**config.mk**
```make
export PLATFORM = sky130hd
export DESIGN_NAME = csd_decoder
export DESIGN_NICKNAME = d
export VERILOG_FILES = /design/src/verilog/csd_pkg.sv /design/src/verilog/csd_decoder.sv
export VERILOG_INCLUDE_DIRS = /design/src /design/src/verilog
export SDC_FILE = /design/constraint.sdc
export NUM_CORES = 1
export LEC_CHECK = 0
export ABC_AREA = 1
export BUFFER_PORTS_ARGS = -buffer_cell sky130_fd_sc_hd__buf_2
export CAP_MARGIN = 15
export CORE_MARGIN = 2
export CORE_UTILIZATION = 35
export CTS_CLUSTER_DIAMETER = 40
export DETAILED_ROUTE_END_ITERATION = 16
export GPL_ROUTABILITY_DRIVEN = 0
export PLACE_DENSITY = 0.57
export SLEW_MARGIN = 20
export SYNTH_ARGS = -nofsm -noshare
export SYNTH_HDL_FRONTEND = slang
export SYNTH_SLANG_ARGS = --single-unit
```
**constraint.sdc**
```tcl
create_clock -name sys_clk -period 2.9 [get_ports sys_clk]
set_input_delay 0.87 -clock sys_clk [delete_from_list [all_inputs] [get_ports sys_clk]]
set_output_delay 0.87 -clock sys_clk [all_outputs]
set_load 0.005 [all_outputs]
```
**src/verilog/csd_cfg.svh**
```systemverilog
// Purpose: constants for the chip-select base/mask decoder
// Assumes: 32-bit AXI4-Lite byte addresses
// Notes:   offsets are full byte addresses
`ifndef CSD_CFG_SVH
`define CSD_CFG_SVH
`define CSD_OFS_SEL0      32'hFFFF_E400
`define CSD_OFS_SEL1      32'hFFFF_E404
`define CSD_OFS_SEL2      32'hFFFF_E408
`define CSD_OFS_SEL3      32'hFFFF_E40C
`define CSD_OFS_STATUS    32'hFFFF_E410
`define CSD_RST_SEL01     32'h0000_03FF
`define CSD_RST_SEL23     32'h0000_01FF
`define CSD_SHIFT_SEL01   5'h0E
`define CSD_SHIFT_SEL23   5'h0F
`define CSD_BASE_LSB      16
`define CSD_RESP_OKAY     2'h0
`define CSD_RESP_SLVERR   2'h2
`endif

```
**src/verilog/csd_pkg.sv**
```systemverilog
// Purpose: types for the chip-select base/mask decoder
// Assumes: AXI4-Lite with 32-bit data
// Notes:   request travels master to slave, response back
package csd_pkg;
  typedef struct packed {
    logic [31:0] awaddr;
    logic        awvalid;
    logic [31:0] wdata;
    logic [3:0]  wstrb;
    logic        wvalid;
    logic        bready;
    logic [31:0] araddr;
    logic        arvalid;
    logic        rready;
  } csd_axi_req_type;
  typedef struct packed {
    logic        awready;
    logic        wready;
    logic        bvalid;
    logic [1:0]  bresp;
    logic        arready;
    logic        rvalid;
    logic [31:0] rdata;
    logic [1:0]  rresp;
  } csd_axi_rsp_type;
  typedef struct packed {
    logic        hit;
    logic [2:0]  index;
  } csd_reg_sel_type;
endpackage

```
**src/verilog/csd_decoder.sv**
```systemverilog
// Purpose: four-space chip-select address decoder with base/mask registers
// Assumes: busAddr/busValid come from logic on sys_clk; registers over AXI4-Lite
// Notes:   select outputs are registered, one cycle after the address
// Summary of operation
// - Set mask bit drops address bit from compare
// - Only unmasked bits compared against start address
// - Spaces zero/one mask bits cover A29..A14
// - Spaces two/three mask bits cover A30..A15
// - Bits 31..16 hold start address A31..A16
// - Spaces zero/one sizes 16 KB to 1 GB
// - Spaces two/three sizes 32 KB to 2 GB
// - Start address low sixteen bits are zero
// - A31/A30 always compared, A31 for two/three
// - Compare runs on every bus cycle
// - Only highest-priority matching space selected
`timescale 1ns/10ps
`include "csd_cfg.svh"
module csd_decoder
  import csd_pkg::*;
(
  input  wire logic            sys_clk,
  input  wire logic            rst_b,
  input  wire csd_axi_req_type axiReq,
  output csd_axi_rsp_type      axiRsp,
  input  wire logic [31:0]     busAddr,
  input  wire logic            busValid,
  output logic [3:0]           spaceSelect,
  output logic                 selHit
);

  logic [31:0] spaceBaseMaskReg [4];
  logic [31:0] next_spaceBaseMaskReg [4];
  logic [3:0]  lastSelect, next_lastSelect;
  logic [3:0]  next_spaceSelect;
  logic        next_selHit;
  logic [3:0]  matchVec;

  // Address compare of one space; mask field shifted onto its address bits
  function automatic logic spaceMatch(input logic [31:0] addr, input logic [31:0] bm, input logic [4:0] sh);
    logic [31:0] maskBits;
    logic [31:0] careBits;
    maskBits = {16'h0000, bm[15:0]} << sh;
    careBits = ~maskBits & ~((32'h0000_0001 << sh) - 32'h0000_0001);
    return ((addr ^ {bm[31:`CSD_BASE_LSB], 16'h0000}) & careBits) == 32'h0000_0000;
  endfunction

  // Register decode shared by read and write paths
  function automatic csd_reg_sel_type regDecode(input logic [31:0] addr);
    regDecode = '{hit: 1'b1, index: 3'h0};
    case (addr)
      `CSD_OFS_SEL0:   regDecode.index = 3'h0;
      `CSD_OFS_SEL1:   regDecode.index = 3'h1;
      `CSD_OFS_SEL2:   regDecode.index = 3'h2;
      `CSD_OFS_SEL3:   regDecode.index = 3'h3;
      `CSD_OFS_STATUS: regDecode.index = 3'h4;
      default:         regDecode.hit = 1'b0;
    endcase
  endfunction

  // Match every space every cycle, then priority select
  always_comb begin
    matchVec[0] = spaceMatch(busAddr, spaceBaseMaskReg[0], `CSD_SHIFT_SEL01);
    matchVec[1] = spaceMatch(busAddr, spaceBaseMaskReg[1], `CSD_SHIFT_SEL01);
    matchVec[2] = spaceMatch(busAddr, spaceBaseMaskReg[2], `CSD_SHIFT_SEL23);
    matchVec[3] = spaceMatch(busAddr, spaceBaseMaskReg[3], `CSD_SHIFT_SEL23);
    next_spaceSelect = 4'h0;
    if (busValid) begin
      if (matchVec[0]) next_spaceSelect = 4'h1;
      else if (matchVec[1]) next_spaceSelect = 4'h2;
      else if (matchVec[2]) next_spaceSelect = 4'h4;
      else if (matchVec[3]) next_spaceSelect = 4'h8;
    end
    next_selHit = |next_spaceSelect;
    next_lastSelect = next_selHit ? next_spaceSelect : lastSelect;
  end

  // Select outputs and status capture
  always_ff @(posedge sys_clk or negedge rst_b) begin
    if (!rst_b) begin
      spaceSelect <= 4'h0;
      selHit      <= 1'b0;
      lastSelect  <= 4'h0;
    end else begin
      spaceSelect <= next_spaceSelect;
      selHit      <= next_selHit;
      lastSelect  <= next_lastSelect;
    end
  end

  // Write channel state
  logic        awHeld, next_awHeld, wHeld, next_wHeld;
  logic [31:0] awAddr, next_awAddr, wData, next_wData;
  logic [3:0]  wStrb, next_wStrb;
  logic        awReady, next_awReady, wReady, next_wReady;
  logic        bValid, next_bValid;
  logic [1:0]  bResp, next_bResp;
  csd_reg_sel_type wSel;

  // Address and data taken in either order; response once both are held
  always_comb begin
    next_awHeld = awHeld;
    next_awAddr = awAddr;
    next_wHeld  = wHeld;
    next_wData  = wData;
    next_wStrb  = wStrb;
    next_bValid = bValid;
    next_bResp  = bResp;
    next_spaceBaseMaskReg = spaceBaseMaskReg;
    wSel = regDecode(awAddr);
    if (bValid && axiReq.bready) next_bValid = 1'b0;
    if (axiReq.awvalid && awReady) begin
      next_awHeld = 1'b1;
      next_awAddr = axiReq.awaddr;
    end
    if (axiReq.wvalid && wReady) begin
      next_wHeld = 1'b1;
      next_wData = axiReq.wdata;
      next_wStrb = axiReq.wstrb;
    end
    if (awHeld && wHeld && !bValid) begin
      next_awHeld = 1'b0;
      next_wHeld  = 1'b0;
      next_bValid = 1'b1;
      next_bResp  = `CSD_RESP_SLVERR;
      if (wSel.hit && wSel.index < 3'h4) begin
        next_bResp = `CSD_RESP_OKAY;
        for (int b = 0; b < 4; b++) begin
          if (wStrb[b]) next_spaceBaseMaskReg[wSel.index[1:0]][b*8 +: 8] = wData[b*8 +: 8];
        end
      end
    end
    next_awReady = !next_awHeld && !next_bValid;
    next_wReady  = !next_wHeld && !next_bValid;
  end

  // Write channel registers
  always_ff @(posedge sys_clk or negedge rst_b) begin
    if (!rst_b) begin
      awHeld  <= 1'b0;
      awAddr  <= 32'h0000_0000;
      wHeld   <= 1'b0;
      wData   <= 32'h0000_0000;
      wStrb   <= 4'h0;
      awReady <= 1'b1;
      wReady  <= 1'b1;
      bValid  <= 1'b0;
      bResp   <= `CSD_RESP_OKAY;
      spaceBaseMaskReg[0] <= `CSD_RST_SEL01;
      spaceBaseMaskReg[1] <= `CSD_RST_SEL01;
      spaceBaseMaskReg[2] <= `CSD_RST_SEL23;
      spaceBaseMaskReg[3] <= `CSD_RST_SEL23;
    end else begin
      awHeld  <= next_awHeld;
      awAddr  <= next_awAddr;
      wHeld   <= next_wHeld;
      wData   <= next_wData;
      wStrb   <= next_wStrb;
      awReady <= next_awReady;
      wReady  <= next_wReady;
      bValid  <= next_bValid;
      bResp   <= next_bResp;
      spaceBaseMaskReg <= next_spaceBaseMaskReg;
    end
  end

  // Read channel state
  logic        arReady, next_arReady, rValid, next_rValid;
  logic [31:0] rData, next_rData;
  logic [1:0]  rResp, next_rResp;
  csd_reg_sel_type rSel;

  // Read answered on the same edge that takes the address
  always_comb begin
    next_rValid = rValid;
    next_rData  = rData;
    next_rResp  = rResp;
    rSel = regDecode(axiReq.araddr);
    if (rValid && axiReq.rready) next_rValid = 1'b0;
    if (axiReq.arvalid && arReady) begin
      next_rValid = 1'b1;
      next_rResp  = rSel.hit ? `CSD_RESP_OKAY : `CSD_RESP_SLVERR;
      next_rData  = 32'h0000_0000;
      if (rSel.hit) begin
        next_rData = (rSel.index == 3'h4) ? {28'h000_0000, lastSelect} : spaceBaseMaskReg[rSel.index[1:0]];
      end
    end
    next_arReady = !next_rValid;
  end

  // Read channel registers
  always_ff @(posedge sys_clk or negedge rst_b) begin
    if (!rst_b) begin
      arReady <= 1'b1;
      rValid  <= 1'b0;
      rData   <= 32'h0000_0000;
      rResp   <= `CSD_RESP_OKAY;
    end else begin
      arReady <= next_arReady;
      rValid  <= next_rValid;
      rData   <= next_rData;
      rResp   <= next_rResp;
    end
  end

  // Response bundle from the flops above
  assign axiRsp = '{awready: awReady, wready: wReady, bvalid: bValid, bresp: bResp,
                    arready: arReady, rvalid: rValid, rdata: rData, rresp: rResp};
endmodule // csd_decoder

```
Yosys cells after proc, flatten, opt, wreduce, memory -nomap -nowiden
Index checks and enable logic that the tools add are counted.

word-level totals
  flip-flop bits (word level) = 248
  bits of input ports = 140
  output and inout bits = 46
  logic and storage cells = 119

cells by class
  order comparisons = 4
  equal/unequal tests = 11
  multiplexer cells = 46
  bitwise logic cells = 14
  reductions and logical operators = 24

operators by type and width
  cell                                                       number
  128-bit 2-to-1 mux                                         10
  128-bit bitwise mux                                        4
  32-bit equality test (second input constant)               10
  32-bit demux with 2-bit select                             4
  32-bit 2-to-1 mux                                          5
  32-bit AND                                                 4
  32-bit logical NOT                                         4
  32-bit bitwise XOR                                         4
  32-bit binary-select mux with 2-bit select                 1
  30-bit NOT with 32-bit output                              2
  31-bit NOT with 32-bit output                              2
  24-bit 2-to-1 mux                                          1
  3-bit one-hot mux with 4 select lines                      2
  4-bit 2-to-1 mux                                           5
  16-bit 2-to-1 mux                                          1
  1-bit logical AND                                          11
  1-bit 2-to-1 mux                                           10
  5-bit OR reduction                                         2
  8-bit 2-to-1 mux                                           1
  3-bit greater-or-equal comparator (second input constant)  2
  2-bit NOT with 3-bit output                                2
  1-bit logical NOT                                          5
  2-bit 2-to-1 mux                                           2
  4-bit OR reduction                                         1
  other kinds (4)                                            4

Depth between registers and ports, before layout
  depth after elaboration = 21
  gate-level depth with buffers = 15

Least setup slack after synthesis
Ideal clock, no wire load.

  path kind = input port to flip-flop
  start point = in axiReq[10] (netlist name)
  end point = reg rData[3]
  setup time = 116 ps
  data arrival time = 2129 ps
  data required time = 2784 ps
  setup slack = 655 ps
  stages on the path = 12
  buffers on the path = 2
  cells stage by stage = nor3_1 -> nand2_1 -> nor2_1 -> nand2_1 -> buf_2 -> buf_2 -> o21ai_0 -> nand2_1 -> nand2_1 -> nand2_1 -> nand2_1 -> nand2_1

on the way
  cells in the longest elaborated chain, start to end = 8
  elaborated cells on any way between the ends = 15
  those cells by class = 6 x eq/ne; 7 x mux; 1 x bitwise; 1 x reduce/logical

ends and longest elaborated chain
  element                                                line                text
  start: declaration                                     csd_decoder.sv:23   input wire csd_axi_req_type axiReq,
  32-bit equality test                                   csd_decoder.sv:50   case (addr)
  3-bit one-hot mux with 4 select lines                  csd_decoder.sv:50
  2-bit NOT with 3-bit output (implied by the code)      csd_decoder.sv:184  next_rData = (rSel.index == 3'h4) ? {28'h000_0000, lastSelect} : spaceBaseMaskReg[rSel.index[1:0]];
  32-bit binary-select mux with 2-bit select             csd_decoder.sv:184
  32-bit 2-to-1 mux (implied by the code) (2 in series)  csd_decoder.sv:184
  32-bit 2-to-1 mux                                      csd_decoder.sv:184
  32-bit 2-to-1 mux (*)                                  csd_decoder.sv:183  if (rSel.hit) begin
  end signal: assignment                                 csd_decoder.sv:200  rData <= next_rData;
  end: declaration                                       csd_decoder.sv:168  logic [31:0] rData, next_rData;

Mark *: on every way between the ends. The rest lies on a longest branch, timed or not. The select of a mux whose other input is x is not followed.
A chain may end at the register's enable or synchronous reset.

Worst setup path in the final report
  start point = reg awAddr[0]
  end point = reg spaceBaseMaskReg[78] (netlist name)

on the way
  cells in the longest elaborated chain, start to end = 18
  elaborated cells on any way between the ends = 34
  those cells by class = 3 x order compare; 5 x eq/ne; 21 x mux; 1 x bitwise; 4 x reduce/logical

ends and longest elaborated chain
  element                                                                     line                text
  start: declaration                                                          csd_decoder.sv:92   logic [31:0] awAddr, next_awAddr, wData, next_wData;
  start signal: assignment                                                    csd_decoder.sv:154  awAddr <= next_awAddr;
  branches (longest 18 deep; another with 3-bit greater-or-equal comparator)  --
  end signal: assignment                                                      csd_decoder.sv:162  spaceBaseMaskReg <= next_spaceBaseMaskReg;
  end: declaration                                                            csd_decoder.sv:31   logic [31:0] spaceBaseMaskReg [4];

Parallel ways; which one is timed is not known. The select of a mux whose other input is x is not followed.

==> impl_metrics.json <==
{
  "reg2reg_slack_ns": 0.48,
  "drt-initial-drc-count": 860,
  "filler_cell_count": 3604,
  "core_um2": 34700,
  "synth.largest_area_cell": "sky130_fd_sc_hd__dfrtp_1",
  "clock-sinks": 246,
  "power_switching_share_pct": 28.8,
  "cts_hold_buffers": 0,
  "cts-resized-gates": 0,
  "post-route-period-util_pct": 83.6,
  "slowest_delay_ns": 0.43,
  "multi_input_comb_area_um2": 5230,
  "gr-usage-all-layers_pct": 20.2,
  "layout-area-overhead-vs-synth_pct": 22.2,
  "fin_util_pct": 43.7,
  "routed_wire_length_per_instance_um": 15.8,
  "cap_violations": 0,
  "postSynthAreaPerCell_um2": 7.50,
  "top_level_ports": 186,
  "place_hpwl_um": 26300,
  "via_count_of_the_first_global_routing_pass": 10300,
  "hold_path.class": "in -> async",
  "antenna_found_initial": 7,
  "die_width_um": 192,
  "worst-slew-pin-transition_ns": 0.580,
  "route.final.wire_length_um": 36700,
  "cp_slowest_cell": "sky130_fd_sc_hd__nand3_2",
  "rows": 68,
  "synth_top_cells_by_area": "sky130_fd_sc_hd__dfrtp_1 (41%), sky130_fd_sc_hd__nand2_1 (21%), sky130_fd_sc_hd__o21ai_0 (9.7%), sky130_fd_sc_hd__dfstp_2 (8.7%), sky130_fd_sc_hd__inv_1 (5.3%)",
  "ys_warn_count": 0,
  "drt-pass1-iter-count": 5,
  "element_type_at_the_critical_path_start": "register",
  "powerDensity_nw_per_um2": 683,
  "detailroute.via_count": 10900,
  "htree_levels": 2,
  "synth.ff_latch_count": 246,
  "worstPathCellList": "inv_1, nand2_1, nor3_1, nand3_1, nor2_1, nand2_1, nand3_2, nand3_4, nor2_4, nand2_1, nand2_1",
  "timing.critical_path.to_type": "register",
  "post-cts-setup-buffers": 0,
  "fp.dieH_um": 192,
  "static-leakage-power_nw": 7.74,
  "synthArstFlopShare_pct": 100,
  "synth_common_cells": "sky130_fd_sc_hd__nand2_1 (703), sky130_fd_sc_hd__o21ai_0 (240), sky130_fd_sc_hd__dfrtp_1 (205), sky130_fd_sc_hd__inv_1 (174), sky130_fd_sc_hd__nor2_1 (84)",
  "final_net_count": 1972,
  "clk_path_buf_depth": 3,
  "post-route-drc-count": 0,
  "report.final.setup_viol": 0,
  "cts.root.buffer_cell": "sky130_fd_sc_hd__clkbuf_16",
  "ant_nets": 0,
  "global_route_overflow": 0,
  "synth_cell_types": 29,
  "total_switching_power_mw": 2.99,
  "clk_transition_reported_paths_ns": 0.05,
  "fmax_ghz": 0.413,
  "grt_setup_unrepaired": "false",
  "critical_path_arrival_ns": 2.87,
  "max-vdd-ir-drop_mv": 0.408,
  "syn-instance-count": 1654,
  "floorplan.initialDensity_pct": 35.7,
  "run_status": "complete, no violations",
  "clock_skew_ns": 0.0208,
  "cts-buffers-inserted": 40,
  "clockPowerShare_pct": 45.5,
  "p_int_mw": 7.38,
  "post_route_cells_drive_above_1_share_pct": 18.2,
  "power_frac_comb_pct": 13.3,
  "slew_margin_rel_pct": 61.2,
  "synth_largest_type_area_fraction_pct": 41.4,
  "clkLatencyLatePin_ns": 0.52,
  "min_period_ns": 2.42,
  "via_per_inst": 4.72,
  "die_area_um2": 37000,
  "numPortBuffers": 169,
  "synth_enable_flop_cells": 0,
  "ff_latch_area_um2": 6210,
  "syn_area_um2": 12400,
  "clock_tree_from_tritoncts": "yes",
  "critical_path_class": "reg -> reg",
  "required_ns": 3.35,
  "critical_path.max_fanout": 13,
  "power_frac_seq_pct": 41.2,
  "timing.setup.tns_ns": 0,
  "synth_most_common_cell": "sky130_fd_sc_hd__nand2_1",
  "grt_first_pass_wirelength_um": 57400,
  "grt_max_degree": 71,
  "finalHoldViolations": 0,
  "ys_dominant_reg_cell": "sky130_fd_sc_hd__dfrtp_1",
  "crit_path_frequent_cell": "sky130_fd_sc_hd__nand2_1",
  "slew_violations": 0,
  "synth.yosys.seq_area_share_pct": 50.0
}
==> layout make-up <==
| cell class | instances | area share [%] |
|---|---|---|
| multi-input cells | 1174 | 34.5 |
| inverters | 174 | 4.31 |
| flip-flops and latches | 246 | 40.9 |
| well taps | 455 | 3.76 |
| clock inverters | 19 | 1.47 |
| diodes | 2 | 0.0330 |
| clock buffers | 52 | 7.37 |
| repair buffers | 196 | 7.64 |
==> state kept, by name (all words and copies together), names as in the netlist, 4 cells and up <==
signal,flops
spaceBaseMaskReg,128
rData,32
spaceSelect,4
wData,32
awAddr,32
wStrb,4
lastSelect,4
==> power groups by stage <==
stage	clock [mW]	combinational (mW)	sequential (mW)
2_1_floorplan	0	0.914	4.25
3_3_place_gp	0	1.36	4.31
3_5_place_dp	0	1.39	4.32
4_1_cts	4.81	1.41	4.27
5_1_grt	4.96	1.61	4.34
6_report	4.72	1.38	4.27
==> stage by stage <==
step                area [um2]  power, mW  std cells  hold slack [ns]  setup WS, ns
finish                   15200       10.4       2318            0.310         0.476
global route             15200       10.9       2317            0.337         0.238
CTS                      15200       10.5       2316            0.310         0.426
detailed placement       13800       5.71       2245            0.414         0.205
global placement         13800       5.66       2245            0.408         0.223
floorplan                12400       5.16       1655            0.400         0.655
==> kinds of logic after synthesis <==
| group | Yosys count | synth area share (%) |
|---|---|---|
| AO/OA/AOI/OAI | 271 | 11.0 |
| buffers and inverters | 235 | 7.93 |
| flip-flops | 246 | 50.0 |
| other | 1 | 0.0302 |
| AND/OR/NAND/NOR | 901 | 31.0 |
==> worst max-delay path: cells and delay by family (launching register included) <==
| kind | cells | cell delay, ns |
|---|---|---|
| DFF | 1 | 0.35 |
| buffers and inverters | 1 | 0.08 |
| and+or+nand+nor | 10 | 1.92 |
==> placed cells by master (no fill, tap or decap), drive strengths merged <==
cell type / count
nand2: 705
o21ai: 249
dfrtp: 205
buf: 196
inv: 178
nor2: 92
clkbuf: 52
nand3: 51
dfstp: 41
nand4: 19
nand3b: 18
a21oi: 17
nor3: 8
clkinvlp: 7
or2: 6
o211ai: 5
clkinv: 5
bufinv: 3
diode: 2
conb: 2
and3: 1
nor4b: 1
==> routing by layer <==
layer | up-vias | wire, um | part of all wire (%) | track usage [%]
met2 | 336 | 15700 | 43 | 30.9
met5 | - | 48 | 0.13 | 0
met4 | 8 | 799 | 2.2 | 5.75
li1 | 5553 | - | - | -
met3 | 61 | 2730 | 7.4 | 4.24
met1 | 4983 | 17400 | 47 | 28.7
==> final timing paths <==
| path | from | to | cells after the start |
|---|---|---|---|
| setup / recovery | awAddr[0] | spaceBaseMaskReg[78] | 11 |
| hold / removal | rst_b | rData[4] | 1 |
| setup reg to reg | awAddr[0] | spaceBaseMaskReg[78] | 11 |
| hold reg to reg | rValid | arReady | 1 |
| max in group asynchronous | rst_b | spaceBaseMaskReg[40] | 2 |
| min in group sys_clk | rValid | arReady | 1 |
(Power assumes the default switching activity.)
